==> src/logic/mdsc_consts.vh <==
// constants for the memory dac serial control block
`ifndef MDSC_CONSTS_VH
`define MDSC_CONSTS_VH

// reference clock
`define MDSC_CLK_NS        10

// data and address layout
`define MDSC_DATA_W        8
`define MDSC_ADDR_W        2
// address as {addr_bit_second, addr_bit_first}
`define MDSC_ADDR_CHAN     2'h2
`define MDSC_START_BIT     1'h1

// value held in non-volatile memory at power-up (arbitrary default)
`define MDSC_NV_INIT       8'h80

// chip select glitch filter, least time rounded up to whole cycles
`define MDSC_CS_FILT_NS    30
`define MDSC_CS_FILT_CYC   ((`MDSC_CS_FILT_NS + `MDSC_CLK_NS - 1) / `MDSC_CLK_NS)

// erase/write cycle, longest time rounded down to whole cycles
`define MDSC_STORE_MS      5
`define MDSC_STORE_CYC     ((`MDSC_STORE_MS * 1000000) / `MDSC_CLK_NS)

// serial clock edges after the last data bit before a new frame
`define MDSC_GAP_EDGES     2

// frame state codes
`define MDSC_ST_IDLE       3'h0
`define MDSC_ST_ADDR       3'h1
`define MDSC_ST_DATA       3'h2
`define MDSC_ST_GAP        3'h3
`define MDSC_ST_BUSY       3'h4

`endif

==> src/logic/mdsc_serial_ctrl.v <==
// serial control logic of a single-channel 8-bit memory dac
//
// Functional notes
// - the 8-bit control register selects one of 256 output steps.
// - address and data bits travel least significant bit first.
// - a frame begins only after a start bit of value one.
// - serial input is sampled on each rising serial clock edge while select is high and no store runs.
// - frame is start bit, two address bits, eight data bits, select high.
// - new value reaches the output in the cycle after the last data bit.
// - loaded value holds only while select is high, reloadable freely.
// - select low restores the stored value and floats the serial output.
// - select low pulses shorter than the filter window are ignored.
// - each rising serial edge drives the next old bit onto the output.
// - output starts after start and address bits, only with select high.
// - every transfer shifts out the old value; only a frame to the channel address overwrites it.
// - a new frame is accepted two serial clocks after the last data bit.
// - without a store request on the first clock after the last data bit the received value is dropped.
// - store request drives ready low until the store completes.
// - during a store serial input is ignored and the output floats.
// - with the supply too low, ready stays high and nothing is stored.
// - at power-up the stored value loads without any serial clock.
// - the only channel has first address bit zero, second bit one.
`timescale 1ns/1ps
`include "mdsc_consts.vh"
`default_nettype none

module mdsc_serial_ctrl #(
  parameter          DW        = `MDSC_DATA_W,
  parameter [DW-1:0] NV_INIT   = `MDSC_NV_INIT,
  parameter integer  STORE_CYC = `MDSC_STORE_CYC,
  parameter integer  CNT_W     = 20
) (
  input  wire          i_ref_clk,
  input  wire          i_rstn,
  input  wire          i_sclk,
  input  wire          i_cs,
  input  wire          i_serial_in,
  input  wire          i_store_request,
  input  wire          i_supply_ok,
  output wire          o_serial_out,
  output wire          o_serial_out_en,
  output wire          o_store_ready,
  output wire [DW-1:0] o_dac_code,
  output wire [DW-1:0] o_nv_value
);

  // ****************************************************************
  // local constants
  // ****************************************************************
  localparam [2:0]       ST_IDLE  = `MDSC_ST_IDLE;
  localparam [2:0]       ST_ADDR  = `MDSC_ST_ADDR;
  localparam [2:0]       ST_DATA  = `MDSC_ST_DATA;
  localparam [2:0]       ST_GAP   = `MDSC_ST_GAP;
  localparam [2:0]       ST_BUSY  = `MDSC_ST_BUSY;
  // integer forms first, then cut on purpose to the counter widths
  localparam integer     FILT_I   = `MDSC_CS_FILT_CYC - 1;
  localparam integer     BIT_I    = DW - 1;
  localparam integer     ADDR_I   = `MDSC_ADDR_W - 1;
  localparam integer     GAP_I    = `MDSC_GAP_EDGES - 1;
  localparam integer     BUSY_I   = STORE_CYC - 1;
  localparam [3:0]       FILT_MAX = FILT_I[3:0];
  localparam [3:0]       BIT_LAST = BIT_I[3:0];
  localparam [3:0]       ADDR_END = ADDR_I[3:0];
  localparam [3:0]       GAP_END  = GAP_I[3:0];
  localparam [1:0]       ADDR_CH  = `MDSC_ADDR_CHAN;
  localparam [CNT_W-1:0] BUSY_END = BUSY_I[CNT_W-1:0];

  // ****************************************************************
  // state
  // ****************************************************************
  reg             sclk_q;
  reg             cs_f_q;
  reg  [3:0]      cs_cnt_q;
  reg             por_q;
  reg  [2:0]      st_q;
  reg  [3:0]      bit_q;
  reg  [1:0]      addr_q;
  reg  [DW-1:0]   rx_q;
  reg  [DW-1:0]   sr_q;
  reg             so_q;
  reg  [DW-1:0]   store_request_q;
  reg             store_request_vld_q;
  reg  [DW-1:0]   nv_q;
  reg  [DW-1:0]   dac_q;
  reg  [CNT_W-1:0] busy_cnt_q;

  wire            sclk_rise;
  wire            cs_drop;
  wire [DW-1:0]   rx_full;
  wire [1:0]      addr_full;

  // the serial clock is treated as a synchronous level; a rising edge is
  // simply a low-to-high change seen between two reference clock samples
  assign sclk_rise = i_sclk & ~sclk_q;
  assign rx_full   = {i_serial_in, rx_q[DW-1:1]};
  assign addr_full = {i_serial_in, addr_q[1]};

  // ****************************************************************
  // chip select filter
  // ****************************************************************
  // select rises at once but only falls after it has stayed low for
  // the whole filter window, so a short spike never wipes the
  // volatile setting; the price is a short delay on a real fall
  assign cs_drop = cs_f_q & ~i_cs & (cs_cnt_q == FILT_MAX);

  always @(posedge i_ref_clk or negedge i_rstn) begin
    if (!i_rstn) begin
      sclk_q   <= 1'h0;
      cs_f_q   <= 1'h0;
      cs_cnt_q <= 4'h0;
    end else begin
      sclk_q <= i_sclk;
      if (i_cs) begin
        cs_f_q   <= 1'h1;
        cs_cnt_q <= 4'h0;
      end else if (cs_drop) begin
        cs_f_q   <= 1'h0;
        cs_cnt_q <= 4'h0;
      end else if (cs_f_q) begin
        cs_cnt_q <= cs_cnt_q + 4'h1;
      end
    end
  end

  // ****************************************************************
  // frame engine, store cycle and dac register
  // ****************************************************************
  always @(posedge i_ref_clk or negedge i_rstn) begin
    if (!i_rstn) begin
      por_q      <= 1'h1;
      st_q       <= ST_IDLE;
      bit_q      <= 4'h0;
      addr_q     <= 2'h0;
      rx_q       <= {DW{1'b0}};
      sr_q       <= {DW{1'b0}};
      so_q       <= 1'h0;
      store_request_q     <= {DW{1'b0}};
      store_request_vld_q <= 1'h0;
      nv_q       <= NV_INIT;
      dac_q      <= {DW{1'b0}};
      busy_cnt_q <= {CNT_W{1'b0}};
    end else if (por_q) begin
      // recall from non-volatile memory, no serial clock needed
      por_q <= 1'h0;
      dac_q <= nv_q;
    end else if (st_q == ST_BUSY) begin
      // store runs to completion; input ignored meanwhile
      if (cs_drop) begin
        dac_q <= nv_q;
      end
      if (busy_cnt_q == BUSY_END) begin
        nv_q       <= store_request_q;
        store_request_vld_q <= 1'h0;
        st_q       <= ST_IDLE;
        busy_cnt_q <= {CNT_W{1'b0}};
      end else begin
        busy_cnt_q <= busy_cnt_q + {{(CNT_W-1){1'b0}}, 1'b1};
      end
    end else if (cs_drop) begin
      // select low: volatile setting lost, partial frame dropped
      dac_q      <= nv_q;
      st_q       <= ST_IDLE;
      bit_q      <= 4'h0;
      store_request_vld_q <= 1'h0;
      so_q       <= 1'h0;
    end else if (sclk_rise && cs_f_q) begin
      case (st_q)
        ST_IDLE: begin
          if (i_serial_in == `MDSC_START_BIT) begin
            st_q  <= ST_ADDR;
            bit_q <= 4'h0;
          end
        end
        ST_ADDR: begin
          addr_q <= addr_full;
          if (bit_q == ADDR_END) begin
            // old contents start leaving on this edge
            st_q  <= ST_DATA;
            bit_q <= 4'h0;
            so_q  <= dac_q[0];
            sr_q  <= {1'b0, dac_q[DW-1:1]};
          end else begin
            bit_q <= bit_q + 4'h1;
          end
        end
        ST_DATA: begin
          rx_q <= rx_full;
          so_q <= sr_q[0];
          sr_q <= {1'b0, sr_q[DW-1:1]};
          if (bit_q == BIT_LAST) begin
            st_q  <= ST_GAP;
            bit_q <= 4'h0;
            if (addr_q == ADDR_CH) begin
              // visible from the next cycle onward
              dac_q      <= rx_full;
              store_request_q     <= rx_full;
              store_request_vld_q <= 1'h1;
            end
          end else begin
            bit_q <= bit_q + 4'h1;
          end
        end
        ST_GAP: begin
          so_q <= 1'h0;
          if (bit_q == 4'h0 && i_store_request && store_request_vld_q && i_supply_ok) begin
            // a store only starts if the supply can program
            st_q       <= ST_BUSY;
            bit_q      <= 4'h0;
            busy_cnt_q <= {CNT_W{1'b0}};
          end else if (bit_q == GAP_END) begin
            st_q       <= ST_IDLE;
            bit_q      <= 4'h0;
            store_request_vld_q <= 1'h0;
          end else begin
            bit_q <= bit_q + 4'h1;
          end
        end
        default: begin
          st_q  <= ST_IDLE;
          bit_q <= 4'h0;
        end
      endcase
    end
  end

  // ****************************************************************
  // outputs
  // ****************************************************************
  assign o_serial_out    = so_q;
  assign o_serial_out_en = cs_f_q & (st_q != ST_BUSY);
  assign o_store_ready   = (st_q != ST_BUSY);
  assign o_dac_code      = dac_q;
  assign o_nv_value      = nv_q;

endmodule

`default_nettype wire

==> config.mk <==
export PLATFORM = sky130hd
export DESIGN_NAME = mdsc_serial_ctrl
export DESIGN_NICKNAME = d
export VERILOG_FILES = /design/src/logic/mdsc_serial_ctrl.v
export VERILOG_INCLUDE_DIRS = /design/src /design/src/logic
export SDC_FILE = /design/constraint.sdc
export NUM_CORES = 1
export LEC_CHECK = 0
export ABC_AREA = 1
export CAP_MARGIN = 0
export CELL_PAD_IN_SITES_DETAIL_PLACEMENT = 0
export CELL_PAD_IN_SITES_GLOBAL_PLACEMENT = 1
export CORE_ASPECT_RATIO = 0.6
export CORE_MARGIN = 2
export CORE_UTILIZATION = 25
export CTS_BUF_LIST = sky130_fd_sc_hd__clkbuf_8
export DETAILED_ROUTE_END_ITERATION = 10
export DONT_BUFFER_PORTS = 1
export PLACE_DENSITY_LB_ADDON = 0.12
export SLEW_MARGIN = 20
export SYNTH_ARGS = -nofsm -noshare
export SYNTH_HDL_FRONTEND = slang
export SYNTH_SLANG_ARGS = --single-unit
==> constraint.sdc <==
create_clock -name i_ref_clk -period 4.27 [get_ports i_ref_clk]
set_input_delay 0.854 -clock i_ref_clk [delete_from_list [all_inputs] [get_ports i_ref_clk]]
set_output_delay 0.854 -clock i_ref_clk [all_outputs]
set_load 0.01 [all_outputs]
==> summary.md, run 1 <==
| Metric | Value |
|---|---|
| Diodes inserted | 0 |
| Critical-path maximum fanout | 14 |
| Net count reported at finish | 572 |
| Largest net degree at the start of global routing | 77 |
| Main combinational cell family by area after synthesis | simple AND/OR/NAND/NOR gates |
| Async set-reset flop share out of synthesis | 100% |
| Layout area overhead | 9.81% |
| GRT Total Usage | 14.1% |
| Core Rows | 36 |
| Die width | 172 um |
| Fin cells | 792 |
| First DRT Iteration DRCs | 292 |
| Mapped cell area | 0.00424 mm2 |
| Share of layout cells above drive strength 1 | 9.93% |
| Post-CTS Setup Bufs | 0 |
| Syn_area_per_cell | 7.60 um2 |
| Remaining antenna violation count after routing | 0 |
| CTS buffer count | 9 |
| R2R Path Start | busy_cnt_q[0]$_DFFE_PN0P_ |
| Critical setup path kind | register to output pin |
| Main flop type after synthesis | dfrtp_1 |
| Placement Setup Slack | 1.61 ns |
| Syn Nets | 570 |
| Fin. max-slew vios | 0 |
| Hold Buf Count CTS | 0 |
| CTS Buffer Depth | 2 |
| Max Freq | 412 MHz |
| GRT overflow | 0 |
| Clock Latency Late Sink | 0.37 ns |
| Register bit total from synthesis | 76 |
| Die Ht | 105 um |
| Synth unique cells | 34 |
| Setup TNS | 0 ns |
| Clk_skew | 0.0209 ns |
| Leakage power total | 2.17 nW |
| CP max-delay cell | dfrtp_1 |
| Critical Path AT | 1.58 ns |
| Initial Util | 25.8% |
| Initial antenna violation count | 0 |
| Worst VDD drop | 0.000117 V |
| Die area | 0.0180 mm2 |
| Worst-Margin Slew | 0.752 ns |
| Count of final setup violators | 0 |
| Worst hold path class | primary input to asynchronous set/reset pin |
| Via count | 3542 |
| Status | finished, final reports clean |
| Htree depth | 3 |
| Placed Area | 0.00446 mm2 |
| Vias in the first global route | 3260 |
| WL final | 12100 um |
| CTS sink count | 76 |
| Post-synth top cells | nand2_1, dfrtp_1, nor2_1, inv_1, nand3_1 |
| Tmin final | 2.43 ns |
| Core Area | 0.0164 mm2 |
| CP required | 3.42 ns |
| Hold slack | 0.168 ns |
| Post_cts resized | 0 |
| Final core occ | 28.4% |
| Placed cells | 776 |
| Critical Path Max Stage Delay | 0.52 ns |
| Hold Vio Cnt, Final | 0 |
| Final period util | 56.9% |
| Drt wl/cell | 15.2 um |
| RSZ-0062 raised after global routing | false |
| Compound-gate portion of the synthesized area | 10.1% |
| Final setup margin | 1.84 ns |
| Number of synthesized flops with an enable pin | 0 |
| Top-area cell type share of the netlist area | 43.7% |
| CP Capture Type | output pin |
| Most common cell in the netlist | nand2_1 |
| Pwr/cell area | 392 mW/mm2 |
| Synth area leader | dfrtp_1 |
| Clk Tree Root Cell | clkbuf_8 |
| DRT Pass-1 Iters | 5 |
| Hpwl dp | 8770 um |
| Max_slew headroom | 49.5% |
| Total power | 1.82 mW |
| Number of max-cap violations | 0 |
| I/O Pins | 26 |
| Simple-Gate Fraction of Synth Area | 34.9% |
| Design area | 0.00465 mm2 |
| Synth Area in XOR/XNOR | 1.03% |
| Crit-path cells | nor2_4 -> nand2_8 -> inv_4 -> nor2_1 |
| Port Buffers | 0 |
| Remaining DRCs | 0 |
| Ys Warns | 0 |
| Post-synthesis adder-cell area fraction | 1.77% |
| Clk slew on worst S/H paths | 0.10 ns |
| Mux contribution to synthesized area | 0% |
| Avg Vias per Cell | 4.47 |
| First-pass GRT wire length | 19300 um |
| Largest cells by area after synthesis | dfrtp_1, nand2_1, nand3_1 |
| Cells after Synth | 557 |
| Seq/Total Area, Yosys | 45.0% |
| CP Launch Point | st_q[0]$_DFFE_PN0P_ |
| CTS tree | built |
| Startpoint types | register |
| RD Place Congestion | 0.829 |
metal layers:
layer  part of all wire [%]  track usage (%)  vias to the layer above
met4                   0.87             3.06                        0
met3                    5.2             3.45                        7
met2                     37             17.0                       74
li1                       -                -                     1795
met5                      0                0                        -
met1                     57             23.9                     1666
critical path: cells and delay by family, from the launching register on:
kind	cells	cell delay (ns)
DFF	1	0.52
buffers and inverters	1	0.23
and+or+nand+nor	3	0.46
registers in the layout, summed over array words and instances, names as in the netlist, 3 cells and up:
register         cells
o_nv_value           8
store_request_q      8
o_dac_code           8
rx_q                 7
busy_cnt_q          20
sr_q                 7
cs_cnt_q             4
bit_q                4
st_q                 3
worst paths after layout:
check | endpoint | slack, ns | depth (start not counted)
min | busy_cnt_q[18]$_DFFE_PN0P_ | 0.17 | 0
max in group asynchronous | o_nv_value[7]$_DFFE_PN1P_ | 3.87 | 0
min reg2reg | addr_q[0]$_DFFE_PN0P_ | 0.50 | 2
max | o_serial_out_en | 1.84 | 4
min in group i_ref_clk | addr_q[0]$_DFFE_PN0P_ | 0.50 | 2
max reg2reg | o_nv_value[1]$_DFFE_PN0P_ | 1.87 | 8
area by class of cell:
class                           count  area, um2
Sequential cell                    76       1900
Multi-Input combinational cell    409       2030
Clock inverter                      7       71.3
Fill cell                        1805      11700
Clock buffer                        9        124
Tap cell                          228        285
Inverter                           63        239
layout by cell type (no fill, tap or decap):
cell and n:
clkbuf_8 9, nor2_4 4, o21ai_4 1, inv_1 56, inv_4 1, a21oi_2 1
nand3_4 2, xor2_1 4, inv_8 4, inv_6 3, nand2_2 5, nand3_1 51
o21ai_2 4, inv_2 6, nand2_4 4, nand2_1 155, or2_2 3, nor2_8 3
o21ai_0 36, nor2_1 66, xnor2_1 1, nand4_1 10, conb_1 1, and2_1 1
nor2_2 3, o22ai_1 1, dfstp_2 2, a21oi_1 12, nand2_8 1, o21ai_1 24
dfrtp_1 74, nor3_1 10, ha_1 6
where the power goes:
group	switching [mW]	internal, mW	total, mW
clock	0.334	0.234	0.568
combinational	0.245	0.126	0.371
sequential	0.0820	0.803	0.885
total	0.661	1.16	1.82
cells by family after synthesis:
| family | after synthesis |
|---|---|
| simple gates | 318 |
| compound gates | 79 |
| flops | 76 |
| buf+inv | 72 |
| fa+ha+maj | 6 |
| xor+xnor | 5 |
| other cells | 1 |
Note: power is estimated with default switching activity, not from simulation.
==> run 2: changes to the inputs <==
- clock period: 4.27 -> 2.1 ns (I/O delays scaled with it)
==> summary.md, run 2 (synthesis results as in run 1) <==
| Metric | Value |
|---|---|
| Critical Path AT | 1.52 ns (-0.06 ns) |
| CTS buffer count | 9 (unchanged) |
| Total power | 3.76 mW (+110%) |
| Hpwl dp | 9220 um (+5.2%) |
| Diodes inserted | 0 (unchanged) |
| Max Freq | 516 MHz |
| WL final | 12400 um (+2.9%) |
| Critical setup path kind | register to output pin |
| CP required | 1.68 ns (-1.74 ns) |
| Remaining DRCs | 0 (unchanged) |
| Final core occ | 29.0% (+0.63 points) |
| Layout area overhead | 12.3% |
| CTS Buffer Depth | 2 (unchanged) |
| Max FFs per register | 20 (unchanged) |
| Avg Vias per Cell | 4.41 (-1.3%) |
| Worst hold path class | primary input to asynchronous set/reset pin |
| Initial antenna violation count | 0 (unchanged) |
| Setup TNS | 0 ns (unchanged) |
| First-pass GRT wire length | 20100 um (+4.1%) |
| Commonest non-fill, non-tap cell in the layout | nand2_1 |
| Share of layout cells above drive strength 1 | 12.4% (+2.4 points) |
| Clk slew on worst S/H paths | 0.11 ns (about the same) |
| CTS sink count | 76 (unchanged) |
| Leakage power total | 2.22 nW (+2.4%) |
| Die area | 0.0180 mm2 (unchanged) |
| Layout fillers | 1806 (+0.055%) |
| Port Buffers | 0 (unchanged) |
| Net count reported at finish | 582 (+1.7%) |
| Largest net degree at the start of global routing | 77 (unchanged) |
| Most frequent cells in the layout | nand2_1, dfrtp_1, nor2_1, inv_1, nand3_1 |
| Tmin final | 1.94 ns |
| Via count | 3539 (-0.085%) |
| CP Capture Type | output pin |
| Drt wl/cell | 15.5 um (+1.7%) |
| Vias in the first global route | 3395 (+4.1%) |
| Number of max-cap violations | 0 (unchanged) |
| Largest reg by FF count | busy_cnt_q |
| Clock Latency Late Sink | 0.37 ns (about the same) |
| GRT overflow | 0 (unchanged) |
| Failing checks | hold timing |
| Placed cells | 786 (+1.3%) |
| RD Place Congestion | 0.788 (-4.9%) |
| Core Rows | 36 (unchanged) |
| Fin. max-slew vios | 0 (unchanged) |
| Pwr/cell area | 791 mW/mm2 (+100%) |
| Status | finished with violations |
| Remaining antenna violation count after routing | 0 (unchanged) |
| Clk Tree Root Cell | clkbuf_8 |
| GRT Total Usage | 14.7% (+0.59 points) |
| RSZ-0062 raised after global routing | false |
| Hold slack | -0.271 ns (-0.439 ns) |
| Initial Util | 25.8% (unchanged) |
| Critical-path maximum fanout | 14 (unchanged) |
| Count of final setup violators | 0 (unchanged) |
| Htree depth | 3 (unchanged) |
| Fin cells | 802 (+1.3%) |
| Die width | 172 um (unchanged) |
| I/O Pins | 26 (unchanged) |
| Worst VDD drop | 0.000289 V (+150%) |
| DRT Pass-1 Iters | 5 (unchanged) |
| Core Area | 0.0164 mm2 (unchanged) |
| Startpoint types | register |
| First DRT Iteration DRCs | 232 (-21%) |
| CTS tree | built |
| Die Ht | 105 um (unchanged) |
| Clk_skew | 0.0154 ns (-0.00545 ns) |
| Final period util | 92.2% |
| Hold Vio Cnt, Final | 76 (+76) |
| Post-CTS Setup Bufs | 0 (unchanged) |
[run 2: report_power, final]
| part | switching, mW | internal [mW] | total (mW) | leakage [nW] |
|---|---|---|---|---|
| Clock | 0.715 | 0.474 | 1.19 | 0.102 |
| Combinational | 0.509 | 0.261 | 0.770 | 1.15 |
| Sequential | 0.170 | 1.63 | 1.80 | 0.968 |
| Total | 1.39 | 2.37 | 3.76 | 2.22 |
[run 2: timing repair]
item	4_1_cts	5_1_grt
setup endpoints to repair	0	12
resized for setup	0	7
endpoints found under the hold margin	76	76
[run 2: critical path, cell delays in order, from the launching register on]
cell and delay, ns:
dfrtp_1 0.55, nor2_4 0.10, nand2_8 0.13, inv_6 0.10
nor2_1 0.27
[run 2: per-stage QoR]
| step | area [um2] | setup WS, ns | hold slack, ns |
|---|---|---|---|
| finish | 4750 | 0.164 | -0.271 |
| global route | 4750 | 0.0631 | -0.305 |
| CTS | 4730 | 0.0597 | -0.296 |
| detailed placement | 4530 | 0.0885 | 0.129 |
| global placement | 4530 | 0.0872 | 0.128 |
| floorplan | 4240 | 0.444 | 0.124 |
[run 2: worst paths after layout]
check	slack, ns	depth (start not counted)	endpoint	start
min in group i_ref_clk	0.08	0	sclk_q$_DFF_PN0_	i_sclk
worst max register to register	0.24	9	busy_cnt_q[15]$_DFFE_PN0P_	busy_cnt_q[0]$_DFFE_PN0P_
worst min-delay path	-0.27	0	busy_cnt_q[18]$_DFFE_PN0P_	i_rstn
worst min register to register	0.49	2	addr_q[0]$_DFFE_PN0P_	addr_q[0]$_DFFE_PN0P_
worst max-delay path	0.16	4	o_serial_out_en	st_q[0]$_DFFE_PN0P_
max in group asynchronous	2.10	0	por_q$_DFF_PN1_	i_rstn
[run 2: area by class of cell]
cell class	instances	area, um2	area share [%]
inverter	63	241	5.08
clock inverter	7	73.8	1.55
clock buffer	9	124	2.61
tap	228	285	6.00
sequential	76	1900	40.1
multi-input combinational	409	2050	43.1
timing repair buffer	10	75.1	1.58
[run 2: layer usage]
layer	global-route usage, %	wire (um)	vias to the layer above	part of all wire [%]
met5	0	0	-	0
met4	3.42	111	0	0.89
met3	3.45	648	8	5.2
met2	17.3	4310	74	35
met1	25.2	7340	1642	59
li1	-	-	1815	-
==> run 3: changes to the inputs <==
- ABC_AREA: 1 -> default
==> summary.md, run 3 <==
| Metric | Value |
|---|---|
| Status | finished with violations |
| Failing checks | hold timing |
| FF-to-FF setup slack | 0.11 ns (-0.13 ns) |
| Via count | 2992 (-15%) |
| GRT overflow | 0 (unchanged) |
| Async set-reset flop share out of synthesis | 100% (unchanged) |
| GRT Total Usage | 13.3% (-1.4 points) |
| Layout area overhead | 19.7% |
| RD Place Congestion | 0.786 (-0.20%) |
| Placement Setup Slack | -0.0205 ns (-0.109 ns) |
| CTS Buffer Depth | 2 (unchanged) |
| Clk Tree Root Cell | clkbuf_8 |
| Post-synth top cells | dfrtp_1, nand2_1, mux2_2, o21ai_0 |
| Top-area cell type share of the netlist area | 47.4% (+3.7 points) |
| Reg2reg end | o_nv_value[5]$_DFFE_PN0P_ |
| DRT Pass-1 Iters | 4 (-1) |
| First DRT Iteration DRCs | 234 (+0.86%) |
| Core Rows | 35 (-2.8%) |
| Fin. max-slew vios | 0 (unchanged) |
| Die width | 165 um (-3.9%) |
| Worst VDD drop | 0.000274 V (-4.9%) |
| Critical-path maximum fanout | 4 (-10) |
| Combinational share of power | 20.4% (about the same) |
| Clk slew on worst S/H paths | 0.09 ns (-0.02 ns) |
| Multi-input gate area | 0.00192 mm2 (-6.4%) |
| Clock Latency Late Sink | 0.37 ns (about the same) |
| Vias in the first global route | 2885 (-15%) |
| Max Freq | 494 MHz (-4.4%) |
| Avg Vias per Cell | 4.89 (+11%) |
| Register bit total from synthesis | 76 (unchanged) |
| WL final | 10300 um (-17%) |
| CTS buffer count | 9 (unchanged) |
| Count of final setup violators | 0 (unchanged) |
| FF-to-FF path depth | 6 (-3) |
| Mapped cell area | 0.00391 mm2 (-7.7%) |
| Synth area leader | dfrtp_1 |
| R2R Path Start | st_q[0]$_DFFE_PN0P_ |
| Port Buffers | 0 (unchanged) |
| CTS sink count | 76 (unchanged) |
| CP required | 1.68 ns (about the same) |
| Pint | 2.57 mW (+8.6%) |
| Max FFs per register | 20 (unchanged) |
| Number of synthesized flops with an enable pin | 0 (unchanged) |
| Reg area | 0.00190 mm2 (unchanged) |
| Largest reg by FF count | busy_cnt_q |
| Fin cells | 612 (-24%) |
| Sw Share | 31.8% (-5.2 points) |
| Largest net degree at the start of global routing | 77 (unchanged) |
| Commonest non-fill, non-tap cell in the layout | dfrtp_1 |
| Final period util | 96.5% (+4.3 points) |
| I/O Pins | 26 (unchanged) |
| Synth unique cells | 61 (+79%) |
| Htree depth | 3 (unchanged) |
| Syn Nets | 385 (-32%) |
| Cells after Synth | 372 (-33%) |
| CTS tree | built |
| Clk_skew | 0.0124 ns (-0.00296 ns) |
| Leakage power total | 2.04 nW (-8.2%) |
| Largest cells by area after synthesis | dfrtp_1, mux2_2, mux2i_1 |
| Most common cell in the netlist | dfrtp_1 |
| Ys Warns | 0 (unchanged) |
| Die Ht | 101 um (-3.8%) |
| Worst hold path class | primary input to asynchronous set/reset pin |
| Number of max-cap violations | 0 (unchanged) |
| Die area | 0.0167 mm2 (-7.5%) |
| Critical setup path kind | register to output pin |
| Drt wl/cell | 16.8 um (+8.7%) |
| Net Sw Power | 1.20 mW (-14%) |
| Share of layout cells above drive strength 1 | 24.7% (+12 points) |
| Core Area | 0.0153 mm2 (-6.5%) |
| Initial antenna violation count | 0 (unchanged) |
| Diodes inserted | 0 (unchanged) |
| CP Capture Type | output pin |
| Final setup margin | 0.0745 ns (-0.0893 ns) |
| Remaining DRCs | 0 (unchanged) |
| Tmin final | 2.03 ns (+0.0893 ns) |
| Reg power frac | 46.7% (-1.2 points) |
| Clock power frac | 32.9% (+1.3 points) |
| Syn_area_per_cell | 10.5 um2 (+38%) |
| Net count reported at finish | 417 (-28%) |
| Seq/Total Area, Yosys | 48.7% (+3.8 points) |
| Hold slack | -0.264 ns (+0.00739 ns) |
| RSZ-0062 raised after global routing | false |
| Most frequent cells in the layout | dfrtp_1, nand2_1, buf_4, mux2_2, o21ai_0 |
| Remaining antenna violation count after routing | 0 (unchanged) |
| Startpoint types | register |
| First-pass GRT wire length | 16900 um (-16%) |
| Hold Vio Cnt, Final | 76 (unchanged) |
| Placed cells | 593 (-25%) |
| Critical Path AT | 1.61 ns (+0.09 ns) |
| Hpwl dp | 7270 um (-21%) |
| Pwr/cell area | 807 mW/mm2 (+2.0%) |
| Initial Util | 25.5% (-0.34 points) |
| Main flop type after synthesis | dfrtp_1 |
| Layout fillers | 1593 (-12%) |
## run 3: cell types whose count changed in the layout (fill, tap and decap cells not counted), moves of 11 or more
cell	change
nand2_1	-117
inv_1	-51
nor2_1	-46
nand3_1	-35
mux2_2	+27
buf_4	+23
o21ai_1	-19
mux2i_1	+18
a31oi_1	+12
o21ai_0	-11
## run 3: power by group through the flow
| stage | clock network (mW) | registers, mW | logic, mW |
|---|---|---|---|
| after floorplan | 0 | 1.73 | 0.526 |
| after global placement | 0 | 1.78 | 0.752 |
| after detailed placement | 0 | 1.79 | 0.740 |
| after CTS | 1.30 | 1.76 | 0.747 |
| after global routing | 1.38 | 1.79 | 0.860 |
| final | 1.24 | 1.76 | 0.770 |
## run 3: area by class of cell
| type | instances | share of cell area [%] |
|---|---|---|
| sequential | 76 | 40.7 |
| clock inverter | 7 | 1.90 |
| clock buffer | 9 | 2.65 |
| inverter | 5 | 0.401 |
| multi-input combinational | 273 | 41.0 |
| tap | 203 | 5.43 |
| timing repair buffer | 39 | 7.87 |
## run 3: kinds of logic after synthesis
kind of cell / Yosys count / synth area share (%)
compound gates: 90 / 14.9
mux: 45 / 12.4
other cells: 1 / 0.0960
flops: 76 / 48.7
xor+xnor: 1 / 0.224
fa+ha+maj: 6 / 1.92
buf+inv: 23 / 2.91
simple gates: 130 / 18.8
## run 3: repair_timing
action                                 4_1_cts  5_1_grt
buffers inserted                             0        3
setup endpoints to repair                    5       15
resized for setup                            2        4
pin swaps                                    0        1
endpoints found under the hold margin       76       76
## run 3: metrics by stage
step	utilization (%)	power (mW)	instance area, um2	TNS, ns
floorplan	-	2.26	3910	0
global placement	28.8	2.54	4410	0
CTS	30.2	3.81	4630	0
finish	30.5	3.77	4680	0
detailed placement	28.8	2.53	4410	-0.0441
global route	30.5	4.02	4680	0
## run 3: routing by layer
metal | global-route usage, % | vias up | wire, um | part of all wire (%)
met2 | 16.3 | 72 | 3730 | 36
met4 | 3.45 | 0 | 109 | 1.1
li1 | - | 1447 | - | -
met5 | 0 | - | 0 | 0
met1 | 21.6 | 1463 | 5850 | 57
met3 | 4.03 | 10 | 613 | 6.0
## run 3: worst max-delay path, stage by stage, from the launching register on
cell	delay, ns
dfrtp_1	0.43
or3b_1	0.43
buf_4	0.19
and2_1	0.19
## run 3: how the worst max path moves through the flow
| stage | startpoint | end | slack [ns] | cells past startpoint |
|---|---|---|---|---|
| 6_report | st_q[0]$_DFFE_PN0P_ | o_serial_out_en | 0.07 | 3 |
| 5_1_grt | bit_q[1]$_DFFE_PN0P_ | sr_q[2]$_DFFE_PN0P_ | 0.005 | 7 |
| 4_1_cts | cs_cnt_q[0]$_DFFE_PN0P_ | bit_q[2]$_DFFE_PN0P_ | 0.004 | 8 |
| 3_5_place_dp | cs_cnt_q[0]$_DFFE_PN0P_ | sr_q[2]$_DFFE_PN0P_ | -0.02 | 6 |
| 3_3_place_gp | bit_q[1]$_DFFE_PN0P_ | bit_q[2]$_DFFE_PN0P_ | 0.05 | 7 |
| 2_1_floorplan | cs_cnt_q[0]$_DFFE_PN0P_ | rx_q[1]$_DFFE_PN0P_ | 0.17 | 8 |
